**config.mk**
```make
export PLATFORM = sky130hd
export DESIGN_NAME = lrs_cmd_core
export DESIGN_NICKNAME = d
export VERILOG_FILES = /design/src/lrs_pkg.sv /design/src/lrs_sync3.sv /design/src/lrs_addr_gen.sv /design/src/lrs_cmd_core.sv
export SDC_FILE = /design/constraint.sdc
export NUM_CORES = 1
export LEC_CHECK = 0
export ABC_CLOCK_PERIOD_IN_PS = 4930
export BUFFER_PORTS_ARGS = -buffer_cell sky130_fd_sc_hd__buf_2
export CAP_MARGIN = 20
export CORE_MARGIN = 3
export CORE_UTILIZATION = 45
export DETAILED_ROUTE_END_ITERATION = 16
export PLACE_DENSITY = 0.8
export SETUP_SLACK_MARGIN = 0.4
export SKIP_CTS_REPAIR_TIMING = 1
export SYNTH_ARGS = -nofsm -noshare
export SYNTH_HDL_FRONTEND = slang
export SYNTH_SLANG_ARGS = --single-unit
```
**constraint.sdc**
```tcl
create_clock -name clk -period 4.93 [get_ports clk]
set_clock_uncertainty 0.15 [all_clocks]
set_input_delay 0.986 -clock clk [delete_from_list [all_inputs] [get_ports clk]]
set_output_delay 0.986 -clock clk [all_outputs]
set_load 0.01 [all_outputs]
```
**src/lrs_pkg.sv**
```systemverilog
// shared opcodes, field layout, reset values and types of the command block
package lrs_pkg;

	// command opcodes, taken from data bits 7..0
	localparam logic [7:0] OPC_MEMORY_WRITE   = 8'h5C;
	localparam logic [7:0] OPC_MEMORY_READ    = 8'h5D;
	localparam logic [7:0] OPC_PARTIAL_ENTER  = 8'hA8;
	localparam logic [7:0] OPC_PARTIAL_EXIT   = 8'hA9;
	localparam logic [7:0] OPC_AREA_SCROLL    = 8'hAA;
	localparam logic [7:0] OPC_SCROLL_START   = 8'hAB;
	localparam logic [7:0] OPC_OSCILLATOR_ON  = 8'hD1;
	localparam logic [7:0] OPC_RMW_ENTER      = 8'hE0;
	localparam logic [7:0] OPC_RMW_EXIT       = 8'hEE;

	// field positions and widths
	localparam int         BUS_W          = 16;
	localparam int         ADDR_W         = 8;
	localparam int         BLK_W          = 6;
	localparam int         MODE_W         = 2;
	localparam int         OPC_MSB        = 7;
	localparam int         BLK_MSB        = 5;
	localparam int         MODE_MSB       = 1;
	localparam int         LINE_BLK_LSB   = 2;
	localparam int         LINE_W         = 8;

	// block numbering
	localparam logic [5:0] LAST_RAM_BLOCK = 6'h29;
	localparam logic [6:0] ONE_BLOCK      = 7'h01;

	// synchroniser vector: [19] clock source, [18] select, [17] wr_n,
	// [16] rd_n, [15:0] data
	localparam int         SYNC_W         = 20;
	localparam logic [19:0] SYNC_RST      = 20'h30000;

	// reset values
	localparam logic [5:0]  RST_BLOCK     = 6'h00;
	localparam logic [7:0]  RST_ADDR      = 8'h00;
	localparam logic [15:0] RST_DATA      = 16'h0000;

	typedef enum logic [1:0] {
		LRS_SCROLL_CENTER,
		LRS_SCROLL_TOP,
		LRS_SCROLL_BOTTOM,
		LRS_SCROLL_WHOLE
	} lrs_scroll_mode_t;

	typedef enum logic [3:0] {
		LRS_IDLE,
		LRS_WRITE,
		LRS_READ,
		LRS_RMW,
		LRS_PTL_START,
		LRS_PTL_END,
		LRS_ASC_TOP,
		LRS_ASC_BOTTOM,
		LRS_ASC_COUNT,
		LRS_ASC_MODE,
		LRS_SCS_BLOCK
	} lrs_state_t;

	// mode field to scroll type
	function automatic lrs_scroll_mode_t lrs_decode_mode(
		input logic [1:0] field
	);
		case (field)
			2'h0: lrs_decode_mode = LRS_SCROLL_CENTER;
			2'h1: lrs_decode_mode = LRS_SCROLL_TOP;
			2'h2: lrs_decode_mode = LRS_SCROLL_BOTTOM;
			default: lrs_decode_mode = LRS_SCROLL_WHOLE;
		endcase
	endfunction

endpackage

```
**src/lrs_sync3.sv**
```systemverilog
// three-stage pin synchroniser with agreement filter
`timescale 1ns/10ps
module lrs_sync3 #(
	parameter int              W   = 1,
	parameter logic [W-1:0]    RST = '0
) (
	// clock and reset
	input  wire logic          clk,
	input  wire logic          resetn,
	// pins and filtered result
	input  wire logic [W-1:0]  din,
	output logic      [W-1:0]  dout
);

	logic [W-1:0] s1;
	logic [W-1:0] s2;
	logic [W-1:0] s3;
	logic [W-1:0] differ;
	logic [W-1:0] next_dout;

	// a bit follows only when stages two and three agree
	assign differ    = s2 ^ s3;
	assign next_dout = (~differ & s3) | (differ & dout);

	// shift chain and filtered output
	always_ff @(posedge clk or negedge resetn) begin
		if (!resetn) begin
			s1   <= RST;
			s2   <= RST;
			s3   <= RST;
			dout <= RST;
		end else begin
			s1   <= din;
			s2   <= s1;
			s3   <= s2;
			dout <= next_dout;
		end
	end

endmodule

```
**src/lrs_addr_gen.sv**
```systemverilog
// page and column address counters with window wrap
`timescale 1ns/10ps
module lrs_addr_gen
	import lrs_pkg::*;
(
	// clock and reset
	input  wire logic              clk,
	input  wire logic              resetn,
	// control
	input  wire logic              load,
	input  wire logic              step,
	input  wire logic              page_dir,
	// window
	input  wire logic [ADDR_W-1:0] page_start,
	input  wire logic [ADDR_W-1:0] page_end,
	input  wire logic [ADDR_W-1:0] col_start,
	input  wire logic [ADDR_W-1:0] col_end,
	// counters
	output logic      [ADDR_W-1:0] page,
	output logic      [ADDR_W-1:0] col
);

	logic [ADDR_W-1:0] page_inc;
	logic [ADDR_W-1:0] col_inc;
	logic              page_last;
	logic              col_last;
	logic [ADDR_W-1:0] next_page;
	logic [ADDR_W-1:0] next_col;

	// increment with wrap to window start
	assign page_last = (page == page_end);
	assign col_last  = (col == col_end);
	assign page_inc  = page_last ? page_start : page + 8'h01;
	assign col_inc   = col_last ? col_start : col + 8'h01;

	// scan axis select
	always_comb begin
		next_page = page;
		next_col  = col;
		if (load) begin
			next_page = page_start;
			next_col  = col_start;
		end else if (step && page_dir) begin
			next_page = page_inc;
			if (page_last)
				next_col = col_inc;
		end else if (step) begin
			next_col = col_inc;
			if (col_last)
				next_page = page_inc;
		end
	end

	// counter registers
	always_ff @(posedge clk or negedge resetn) begin
		if (!resetn) begin
			page <= RST_ADDR;
			col  <= RST_ADDR;
		end else begin
			page <= next_page;
			col  <= next_col;
		end
	end

endmodule

```
**src/lrs_cmd_core.sv**
```systemverilog
// command decoder for display memory access, partial display and scroll
`timescale 1ns/10ps
module lrs_cmd_core
	import lrs_pkg::*;
(
	// clock and reset
	input  wire logic                   clk,
	input  wire logic                   resetn,
	// host parallel bus pins
	input  wire logic                   cmd_data_select,
	input  wire logic                   wr_n,
	input  wire logic                   rd_n,
	input  wire logic [BUS_W-1:0]       bus_din,
	output logic      [BUS_W-1:0]       bus_dout,
	output logic                        bus_oe,
	// clock source strap pin
	input  wire logic                   clock_source_select,
	// access window from the window commands
	input  wire logic [ADDR_W-1:0]      page_start,
	input  wire logic [ADDR_W-1:0]      page_end,
	input  wire logic [ADDR_W-1:0]      col_start,
	input  wire logic [ADDR_W-1:0]      col_end,
	input  wire logic                   scan_page_dir,
	// display RAM port
	output logic      [ADDR_W-1:0]      ram_page,
	output logic      [ADDR_W-1:0]      ram_col,
	output logic                        ram_we,
	output logic      [BUS_W-1:0]       ram_wdata,
	output logic                        ram_re,
	input  wire logic [BUS_W-1:0]       ram_rdata,
	// display timing
	input  wire logic                   frame_start,
	input  wire logic [LINE_W-1:0]      line_index,
	input  wire logic [BLK_W-1:0]       last_disp_block,
	// oscillator
	output logic                        osc_enable,
	// partial display
	output logic                        partial_active,
	output logic      [BLK_W-1:0]       partial_start,
	output logic      [BLK_W-1:0]       partial_end,
	output logic                        display_off_out_n,
	output logic                        common_nonselect_level,
	output logic                        segment_pos_level,
	output logic                        segment_neg_level,
	output logic                        frame_polarity,
	// area scroll
	output logic      [BLK_W-1:0]       scroll_top,
	output logic      [BLK_W-1:0]       scroll_bottom,
	output logic      [BLK_W-1:0]       scroll_count,
	output lrs_scroll_mode_t            scroll_mode,
	output logic      [BLK_W-1:0]       scroll_start,
	output logic      [BLK_W-1:0]       ram_block
);

	import lrs_pkg::*;

	logic [SYNC_W-1:0] pins_f;
	logic              cls_f;
	logic              sel_f;
	logic              wr_n_f;
	logic              rd_n_f;
	logic [BUS_W-1:0]  din_f;
	logic              wr_n_q;
	logic              rd_n_q;
	lrs_state_t        state;
	lrs_state_t        next_state;
	logic              advance;
	logic              re_d;

	// all host pins come from outside the clock domain
	lrs_sync3 #(
		.W   (SYNC_W),
		.RST (SYNC_RST)
	) u_sync (
		.clk    (clk),
		.resetn (resetn),
		.din    ({clock_source_select, cmd_data_select, wr_n, rd_n,
		          bus_din}),
		.dout   (pins_f)
	);

	// synchronised pin fields
	assign cls_f  = pins_f[19];
	assign sel_f  = pins_f[18];
	assign wr_n_f = pins_f[17];
	assign rd_n_f = pins_f[16];
	assign din_f  = pins_f[BUS_W-1:0];

	// strobe edges and cycle classes
	logic       wr_rise;
	logic       rd_fall;
	logic       rd_rise;
	logic       cmd_strobe;
	logic       data_strobe;
	logic [7:0] opcode;
	logic [5:0] blk;
	assign wr_rise     = wr_n_f & ~wr_n_q;
	assign rd_fall     = ~rd_n_f & rd_n_q;
	assign rd_rise     = rd_n_f & ~rd_n_q;
	assign cmd_strobe  = wr_rise & ~sel_f;
	assign data_strobe = wr_rise & sel_f;
	assign opcode      = din_f[OPC_MSB:0];
	assign blk         = din_f[BLK_MSB:0];

	// opcode decode
	logic is_mem_write;
	logic is_mem_read;
	logic is_rmw_enter;
	logic is_ptl_enter;
	logic is_ptl_exit;
	logic is_asc_set;
	logic is_scs;
	logic is_osc_on;
	assign is_mem_write = cmd_strobe & (opcode == OPC_MEMORY_WRITE);
	assign is_mem_read  = cmd_strobe & (opcode == OPC_MEMORY_READ);
	assign is_rmw_enter = cmd_strobe & (opcode == OPC_RMW_ENTER);
	assign is_ptl_enter = cmd_strobe & (opcode == OPC_PARTIAL_ENTER);
	assign is_ptl_exit  = cmd_strobe & (opcode == OPC_PARTIAL_EXIT);
	assign is_asc_set   = cmd_strobe & (opcode == OPC_AREA_SCROLL);
	assign is_scs       = cmd_strobe & (opcode == OPC_SCROLL_START);
	assign is_osc_on    = cmd_strobe & (opcode == OPC_OSCILLATOR_ON);

	// command sequencer: every command byte leaves the current mode
	always_comb begin
		next_state = state;
		if (cmd_strobe) begin
			case (opcode)
				OPC_MEMORY_WRITE:  next_state = LRS_WRITE;
				OPC_MEMORY_READ:   next_state = LRS_READ;
				OPC_RMW_ENTER:     next_state = LRS_RMW;
				OPC_PARTIAL_ENTER: next_state = LRS_PTL_START;
				OPC_AREA_SCROLL:   next_state = LRS_ASC_TOP;
				OPC_SCROLL_START:  next_state = LRS_SCS_BLOCK;
				default:           next_state = LRS_IDLE;
			endcase
		end else if (data_strobe) begin
			case (state)
				LRS_PTL_START:  next_state = LRS_PTL_END;
				LRS_PTL_END:    next_state = LRS_IDLE;
				LRS_ASC_TOP:    next_state = LRS_ASC_BOTTOM;
				LRS_ASC_BOTTOM: next_state = LRS_ASC_COUNT;
				LRS_ASC_COUNT:  next_state = LRS_ASC_MODE;
				LRS_ASC_MODE:   next_state = LRS_IDLE;
				LRS_SCS_BLOCK:  next_state = LRS_IDLE;
				default:        next_state = state;
			endcase
		end
	end

	// memory access qualifiers
	logic addr_load;
	logic stream_rd;
	logic wr_issue;
	logic rd_issue;
	logic rd_advance;
	assign addr_load  = is_mem_write | is_mem_read | is_rmw_enter;
	assign stream_rd  = (state == LRS_READ) | (state == LRS_RMW);
	assign wr_issue   = data_strobe &
	                    ((state == LRS_WRITE) | (state == LRS_RMW));
	assign rd_issue   = rd_fall & sel_f & stream_rd;
	assign rd_advance = rd_rise & sel_f & (state == LRS_READ);

	// address counters step one cycle after the access
	lrs_addr_gen u_addr (
		.clk        (clk),
		.resetn     (resetn),
		.load       (addr_load),
		.step       (advance),
		.page_dir   (scan_page_dir),
		.page_start (page_start),
		.page_end   (page_end),
		.col_start  (col_start),
		.col_end    (col_end),
		.page       (ram_page),
		.col        (ram_col)
	);

	// sequencer, edge history and RAM strobes
	always_ff @(posedge clk or negedge resetn) begin
		if (!resetn) begin
			state   <= LRS_IDLE;
			wr_n_q  <= 1'b1;
			rd_n_q  <= 1'b1;
			advance <= 1'b0;
			ram_we  <= 1'b0;
			ram_re  <= 1'b0;
			re_d    <= 1'b0;
		end else begin
			state   <= next_state;
			wr_n_q  <= wr_n_f;
			rd_n_q  <= rd_n_f;
			advance <= wr_issue | rd_advance;
			ram_we  <= wr_issue;
			ram_re  <= rd_issue;
			re_d    <= ram_re;
		end
	end

	// write data and read data toward the host
	always_ff @(posedge clk or negedge resetn) begin
		if (!resetn) begin
			ram_wdata <= RST_DATA;
			bus_dout  <= RST_DATA;
			bus_oe    <= 1'b0;
		end else begin
			if (wr_issue)
				ram_wdata <= din_f;
			if (re_d)
				bus_dout <= ram_rdata;
			bus_oe <= ~rd_n_f & sel_f & stream_rd;
		end
	end

	// oscillator, honoured only with internal clock source selected
	always_ff @(posedge clk or negedge resetn) begin
		if (!resetn)
			osc_enable <= 1'b0;
		else if (is_osc_on && cls_f)
			osc_enable <= 1'b1;
	end

	// partial display range
	always_ff @(posedge clk or negedge resetn) begin
		if (!resetn) begin
			partial_active <= 1'b0;
			partial_start  <= RST_BLOCK;
			partial_end    <= RST_BLOCK;
		end else if (is_ptl_exit) begin
			partial_active <= 1'b0;
		end else if (data_strobe && state == LRS_PTL_START) begin
			partial_start  <= blk;
		end else if (data_strobe && state == LRS_PTL_END) begin
			partial_end    <= blk;
			partial_active <= 1'b1;
		end
	end

	// area scroll parameters
	always_ff @(posedge clk or negedge resetn) begin
		if (!resetn) begin
			scroll_top    <= RST_BLOCK;
			scroll_bottom <= RST_BLOCK;
			scroll_count  <= RST_BLOCK;
			scroll_mode   <= LRS_SCROLL_CENTER;
			scroll_start  <= RST_BLOCK;
		end else if (data_strobe) begin
			case (state)
				LRS_ASC_TOP: begin
					scroll_top   <= blk;
					scroll_start <= blk;
				end
				LRS_ASC_BOTTOM: scroll_bottom <= blk;
				LRS_ASC_COUNT:  scroll_count  <= blk;
				LRS_ASC_MODE:
					scroll_mode <= lrs_decode_mode(
						din_f[MODE_MSB:0]);
				LRS_SCS_BLOCK:  scroll_start <= blk;
				default:        scroll_start <= scroll_start;
			endcase
		end
	end

	// display line to block, range check
	logic [5:0] line_block;
	logic       in_disp;
	assign line_block = line_index[LINE_W-1:LINE_BLK_LSB];
	assign in_disp    = ~partial_active |
	                    ((line_block >= partial_start) &&
	                     (line_block <= partial_end));

	// display block to RAM block mapping
	logic [6:0] span;
	logic [6:0] scroll_raw;
	logic [6:0] scroll_wrap;
	logic [5:0] bottom_map;
	logic [5:0] next_ram_block;
	assign span        = {1'b0, scroll_bottom} - {1'b0, scroll_top}
	                     + ONE_BLOCK;
	assign scroll_raw  = {1'b0, scroll_start} + {1'b0, line_block}
	                     - {1'b0, scroll_top};
	assign scroll_wrap = (scroll_raw > {1'b0, scroll_bottom}) ?
	                     scroll_raw - span : scroll_raw;
	assign bottom_map  = LAST_RAM_BLOCK - (last_disp_block - line_block);
	assign next_ram_block =
		(line_block < scroll_top)   ? line_block :
		(line_block > scroll_count) ? bottom_map :
		scroll_wrap[BLK_W-1:0];

	// frame polarity and drive levels of non-display lines
	logic last_pol;
	always_ff @(posedge clk or negedge resetn) begin
		if (!resetn) begin
			frame_polarity         <= 1'b0;
			last_pol               <= 1'b0;
			display_off_out_n      <= 1'b1;
			common_nonselect_level <= 1'b0;
			segment_pos_level      <= 1'b0;
			segment_neg_level      <= 1'b0;
			ram_block              <= RST_BLOCK;
		end else begin
			if (frame_start)
				frame_polarity <= ~frame_polarity;
			if (in_disp)
				last_pol <= frame_polarity;
			display_off_out_n      <= in_disp;
			common_nonselect_level <= ~in_disp;
			segment_pos_level      <= ~in_disp & last_pol;
			segment_neg_level      <= ~in_disp & ~last_pol;
			ram_block              <= next_ram_block;
		end
	end

endmodule

```
==> results of run 1 <==
==> area by class of cell <==
type                            instances  area, sq um  area share [%]
Clock buffer                           17          425            3.95
Clock inverter                         15          223            2.07
Inverter                               87          327            3.03
Multi-Input combinational cell        469         3640            33.8
Sequential cell                       191         4790            44.5
Tap cell                              260          325            3.02
Timing Repair Buffer                  194         1030            9.61
==> critical path: cells and delay by family <==
kind	cells	cell delay, ns
xor gates and xnor gates	3	0.44
buffers and inverters	5	0.37
adders and majority gates	4	1.66
AOI/OAI and AO/OA	5	0.84
and+or+nand+nor	2	0.20
==> worst max-delay path by stage <==
stage | start | to | slack, ns | cells after the start
after floorplan | line_index[3] | ram_block[5] | 0.52 | 18
after global placement | line_index[3] | ram_block[5] | 0.24 | 19
after detailed placement | line_index[3] | ram_block[5] | 0.08 | 19
after CTS | line_index[3] | ram_block[5] | 0.54 | 19
after global routing | line_index[3] | ram_block[5] | 0.39 | 19
final | line_index[3] | ram_block[5] | 0.58 | 19
==> kinds of logic after synthesis <==
family / share of synthesized area [%]
AND/OR/NAND/NOR: 9.66
multiplexers: 6.55
XOR/XNOR: 2.86
adder cells (fa/ha/maj): 12.4
buffers and inverters: 4.92
AO/OA/AOI/OAI: 9.58
flip-flops: 54.0
==> report_power, final <==
group | leakage [uW] | switching (uW) | internal (uW)
Sequential | 0.00235 | 327 | 1970
Combinational | 0.00270 | 1950 | 1720
Clock | 0.000313 | 710 | 757
Total | 0.00536 | 2980 | 4450
==> synthesized netlist by cell type, types with 2 or more instances <==
library cell,instances
clkbuf_1,14
nor2_1,22
nor3b_1,2
clkinv_1,2
o2bb2a_1,3
a41o_1,2
maj3_1,20
buf_2,6
nor2b_1,10
a21o_1,8
dfstp_2,11
ha_1,51
a31oi_1,3
xor2_1,18
o21ai_0,47
inv_1,85
a21oi_1,24
nand2_1,73
mux2i_1,13
nor4_1,5
nor3_1,7
a2111oi_0,2
nand3b_1,2
fa_1,13
mux2_2,40
o22a_1,2
and2_1,4
or3_1,2
nand4_1,10
o21a_1,3
a211oi_1,3
a221oi_1,3
dfrtp_1,180
a21boi_0,6
nand2b_1,9
nor4bb_1,2
o211ai_1,3
a22oi_1,7
and3_1,7
nand3_1,10
xnor2_1,11
==> per-stage QoR <==
stage / cell area (sq um) / utilization, % / hold slack, ns / std cells / worst slack, ns
final: 10800 / 56.6 / 0.202 / 1233 / 0.576
after CTS: 10700 / 56.5 / 0.203 / 1232 / 0.537
after global placement: 10100 / 53.1 / 0.181 / 1200 / 0.235
after detailed placement: 10100 / 53.1 / 0.186 / 1200 / 0.0782
after global routing: 10800 / 56.6 / 0.213 / 1233 / 0.388
after floorplan: 8870 / - / 0.181 / 771 / 0.517
==> metal layers <==
metal | global-route usage, % | up-vias | wire length, um
met5 | 0 | - | 0
met4 | 4.00 | 0 | 193
met3 | 4.13 | 18 | 1040
met2 | 30.1 | 182 | 9440
met1 | 26.0 | 3092 | 8910
li1 | - | 3010 | -
==> key figures, run 1 <==
Hold path
  • Hold path endpoint: u_sync.s2[19]
  • Hold wc startpoint: u_sync.s1[19]
  • Hold path depth: 0
  • Min-delay worst type: flip-flop to flip-flop

Synth
  • Syn Nets: 921
  • Cells after Synth: 771
  • Post-synthesis cell type count: 67
  • Post-synth design cell area: 8870 sq um
  • Synth area leader: dfrtp_1
  • Ys flop type: dfrtp_1
  • Number of synthesized register bits: 191
  • Mean area per synthesized cell: 11.5 sq um
  • Top cells by area, synth: dfrtp_1 51%, ha_1 7.2%, mux2_2 5.1%
  • Synth top area share: between 50 and 60%
  • Post-synthesis sequential area ratio: a little over half
  • Yosys Warn Count: 0
  • Post-synth EDFFs: 0
  • FFs w/ async S/R, synth: 100%

Critical path
  • Cell mode on critical path: inv_1
  • CP max-delay cell: fa_1
  • Worst Reg-to-Reg Cells: 18
  • Critical Path RT: a little over 5 ns
  • Reg2reg end: ram_block[5]
  • Reg-to-reg slack, setup: 0.76 ns
  • CP max stage delay: 0.55 ns
  • Critical R2R Launch: scroll_start[1]
  • CP Max Fanout: 3
  • Endpoint class of the critical path: flip-flop
  • Crit path cell chain: buf_2 -> inv_1 -> fa_1 -> inv_1 -> ha_1 -> a21oi_2 -> nor2b_1 -> nor2_1 -> xnor2_1 -> inv_1 -> fa_1 -> inv_1 -> ha_1 -> a21o_1 -> a21oi_1 -> xnor2_1 -> a41oi_1 -> xnor2_1 -> a21oi_1
  • Crit path kind: primary input to flip-flop
  • Critical Path Source Type: primary input
  • WP data arrival: 4.50 ns

CTS
  • Root Driver: clkbuf_16
  • TritonCTS clock tree: built
  • Clock Latency Late Sink: 0.43 ns
  • Sink Count: 191
  • Worst-path clk slew: 0.08 ns
  • Inserted Clock Buffers: 17
  • Htree depth: 4
  • Clock tree buffer depth: 2

Routing
  • Initial DRC Count: 230
  • Post-DR vias/cell: 5.11
  • Post-DR wirelength/cell: 15.9 um
  • Vias: between 6000 and 7000
  • Final ANT Viol Nets: 0
  • Drt pass-1 iters: 5
  • Final WL: between 15000 and 20000 um
  • # DRC: 0

Outcome
  • Status: finished clean

Timing
  • Max Slew Vio Count: 0
  • Slew @ Worst Pin: around 1 ns
  • Sum Neg Setup Slack: 0 ns
  • Post-layout minimum cycle time: 4.35 ns
  • Final setup fails: 0
  • Final Hold Fails: 0
  • Period utilization: 88.3%
  • RSZ-0062 raised after global routing: false
  • Max frequency: 0.230 GHz
  • Slew headroom: 32.4%

Placed design
  • Placer Congestion: 0.831
  • Port bufs: 185
  • HPWL Detailed: 14500 um

Die
  • DIE HEIGHT: approximately 150 um
  • Core area: 19000 sq um
  • I/O Pins: 188
  • Die area: 21400 sq um
  • Rows: 50
  • Starting Density: 46.6%
  • Die width: about 150 um

Final layout
  • Most frequent cells in the layout: 184 x buf_2, 180 x dfrtp_1, 85 x inv_1, 73 x nand2_1, 51 x ha_1
  • Antenna cell count: 0
  • Layout area overhead: 21.4%
  • Fillers: between 1500 and 2000
  • Layout cells sized above 1: 29.3%
  • Final nets: ~1100
  • Most common cell after layout, fill and taps aside: buf_2

GRT
  • Total GRT Usage: 18.6%
  • Vias in the first global route: approximately 6300
  • Largest net degree at the start of global routing: 131
  • First-pass GRT wire length: 32400 um
  • Initial antenna violation count: 0
  • GRT overflow: 0

Pwr
  • Largest vdd supply drop: 0.545 mV
  • Total Power: 7440 uW
  • PwrDens: between 600 and 700 nW/um^2
  • Cell leakage power: 0.00536 uW

Job
  • Max-cap viol count: 0
(Power assumes the default switching activity.)
==> inputs of run 2 (changes only) <==
- ABC_CLOCK_PERIOD_IN_PS: 4930 -> 4540
- clock period: 4.93 -> 4.54 ns (I/O delays scaled with it)
==> run 2 against run 1 <==
  * Register-to-register slack got worse by 0.14 ns
  * Largest power group unchanged
  * Global-route usage increased by 0.85 points
  * Design area is 0.99% higher
  * Combinational power rose by 23%
  * Largest cell class unchanged
==> key figures, run 2 (synthesis gave the netlist of run 1 again) <==
CTS
  • Clock tree buffer depth: 2
  • Clock Latency Late Sink: 0.43 ns
  • Inserted Clock Buffers: 17
  • Worst-path clk slew: 0.08 ns
  • Htree depth: 4
  • Sink Count: about 190
  • TritonCTS clock tree: built
  • Root Driver: clkbuf_16

Final layout
  • Finished Layout Cells: 1239
  • Layout cells sized above 1: a little under a third
  • Final nets: about 1100
  • Layout area overhead: 22.6%
  • Antenna cell count: 0
  • Most common cell after layout, fill and taps aside: buf_2
  • Most frequent cells in the layout: 184 x buf_2, 180 x dfrtp_1, 85 x inv_1, 73 x nand2_1, 49 x ha_1

Hold path
  • Hold wc startpoint: u_sync.s1[18]
  • Min-delay worst type: flip-flop to flip-flop

Pwr
  • P_sw: approximately 3500 uW
  • Comb pwr share: a little over half
  • Sw Ratio: ~40%
  • Clk network pwr share: 18.7%
  • Sequential group share of total power: 29.0%
  • Cell leakage power: between 0.005 and 0.006 uW
  • Largest vdd supply drop: 0.599 mV
  • Internal power: 5130 uW
  • PwrDens: 794 nW/um^2

Timing
  • WHS: 0.202 ns
  • Final setup fails: 0
  • Sum Neg Setup Slack: 0 ns
  • Slew headroom: 31.6%
  • Slew @ Worst Pin: 1.02 ns
  • Max Slew Vio Count: 0
  • Final Hold Fails: 0
  • Post-layout minimum cycle time: around 4 ns
  • RSZ-0062 raised after global routing: false
  • Period utilization: 89.4%
  • Max frequency: 0.246 GHz

Critical path
  • WP data arrival: roughly 4.3 ns
  • CP max-delay cell: fa_2
  • CP bufs+invs: 5
  • Crit path cell chain: buf_2 -> inv_1 -> fa_2 -> inv_1 -> ha_1 -> a21oi_2 -> nor2b_1 -> nor2_1 -> xnor2_1 -> buf_4 -> buf_4 -> ha_1 -> nand3_1 -> a21o_1 -> a21o_1 -> nand4_4 -> mux2_2 -> a221oi_2
  • CP Launch Point: line_index[3]
  • Crit path max-delay family: adder cells
  • Critical Path RT: 4.73 ns
  • CP max stage delay: 0.56 ns
  • Crit path kind: primary input to flip-flop
  • Critical Path Source Type: primary input
  • Critical R2R Launch: scroll_start[1]
  • CP Max Fanout: 3
  • Endpoint class of the critical path: flip-flop

Routing
  • Vias: approximately 6300
  • Post-DR vias/cell: approximately 5.1
  • # DRC: 0
  • Initial DRC Count: around 270
  • Drt pass-1 iters: 5
  • Post-DR wirelength/cell: 16.5 um
  • Final ANT Viol Nets: 0
  • Final WL: about 20000 um

GRT
  • Largest net degree at the start of global routing: 96
  • Initial antenna violation count: 0
  • Vias in the first global route: between 6000 and 7000
  • First-pass GRT wire length: 33500 um
  • GRT overflow: 0
  • Total GRT Usage: 19.4%

Placed design
  • HPWL Detailed: 15000 um
  • Placer Congestion: 0.863
  • Placed Cells: 1204
  • Port bufs: 185

Die
  • Starting Density: between 40% and 50%
  • Rows: 50
  • Die area: 21400 sq um
  • I/O Pins: 188
  • Die width: 146 um
  • DIE HEIGHT: approximately 150 um
  • Core area: 19000 sq um

Job
  • Max-cap viol count: 0

Outcome
  • Status: finished clean
-- run 2: cell types whose count changed in the layout (fill, tap and decap cells not counted), moves of 3 or more --
cell     previous run  this run
buf_4               7        14
inv_8               4         1
a21oi_2             1         4
a21oi_1            23        20
-- run 2: final cells by class --
type,instances,area (sq um)
Sequential cell,191,4790
Clock inverter,15,231
Clock buffer,17,425
Fill cell,1656,8140
Inverter,87,327
Timing Repair Buffer,200,1060
Tap cell,260,325
Multi-Input combinational cell,469,3720
-- run 2: routing by layer --
layer | track usage (%) | share of wire [%] | up-vias
met3 | 3.13 | 4.3 | 39
met1 | 27.4 | 46 | 3056
li1 | - | - | 3024
met5 | 0 | 0 | -
met2 | 30.8 | 47 | 172
met4 | 6.73 | 2.4 | 0
-- run 2: power groups by stage --
stage                     combinational [uW]  sequential, uW  clock (uW)
after floorplan                         2790            2600           0
after global placement                  4050            2520           0
after detailed placement                4230            2540           0
after CTS                               4260            2510        1660
after global routing                    5000            2570        1730
final                                   4510            2510        1610
-- run 2: worst register-to-register path: cells and delay by family (launching register included) --
| family | cells | cell delay, ns |
|---|---|---|
| buf+inv | 4 | 0.41 |
| simple gates | 4 | 0.47 |
| compound gates | 4 | 0.77 |
| mux | 1 | 0.38 |
| xor+xnor | 1 | 0.11 |
| fa+ha+maj | 3 | 1.16 |
| flops | 1 | 0.38 |
-- run 2: final timing paths --
check | end | slack, ns | depth (start not counted)
max | ram_block[0] | 0.48 | 18
max in group asynchronous | async pin | 2.90 | 2
min | u_sync.s2[18] | 0.20 | 0
min in group asynchronous | u_sync.s1[8] | 0.38 | 1
max reg2reg | ram_block[0] | 0.62 | 17
min reg2reg | u_sync.s2[18] | 0.20 | 0
-- run 2: per-stage QoR --
| stage | instance area, sq um | worst slack, ns | power [uW] | utilization, % |
|---|---|---|---|---|
| floorplan | 8910 | 0.403 | 5390 | - |
| global placement | 10200 | 0.119 | 6560 | 53.5 |
| detailed placement | 10200 | 0.0561 | 6770 | 53.5 |
| CTS | 10800 | 0.520 | 8430 | 56.9 |
| global route | 10900 | 0.399 | 9290 | 57.2 |
| finish | 10900 | 0.479 | 8630 | 57.2 |
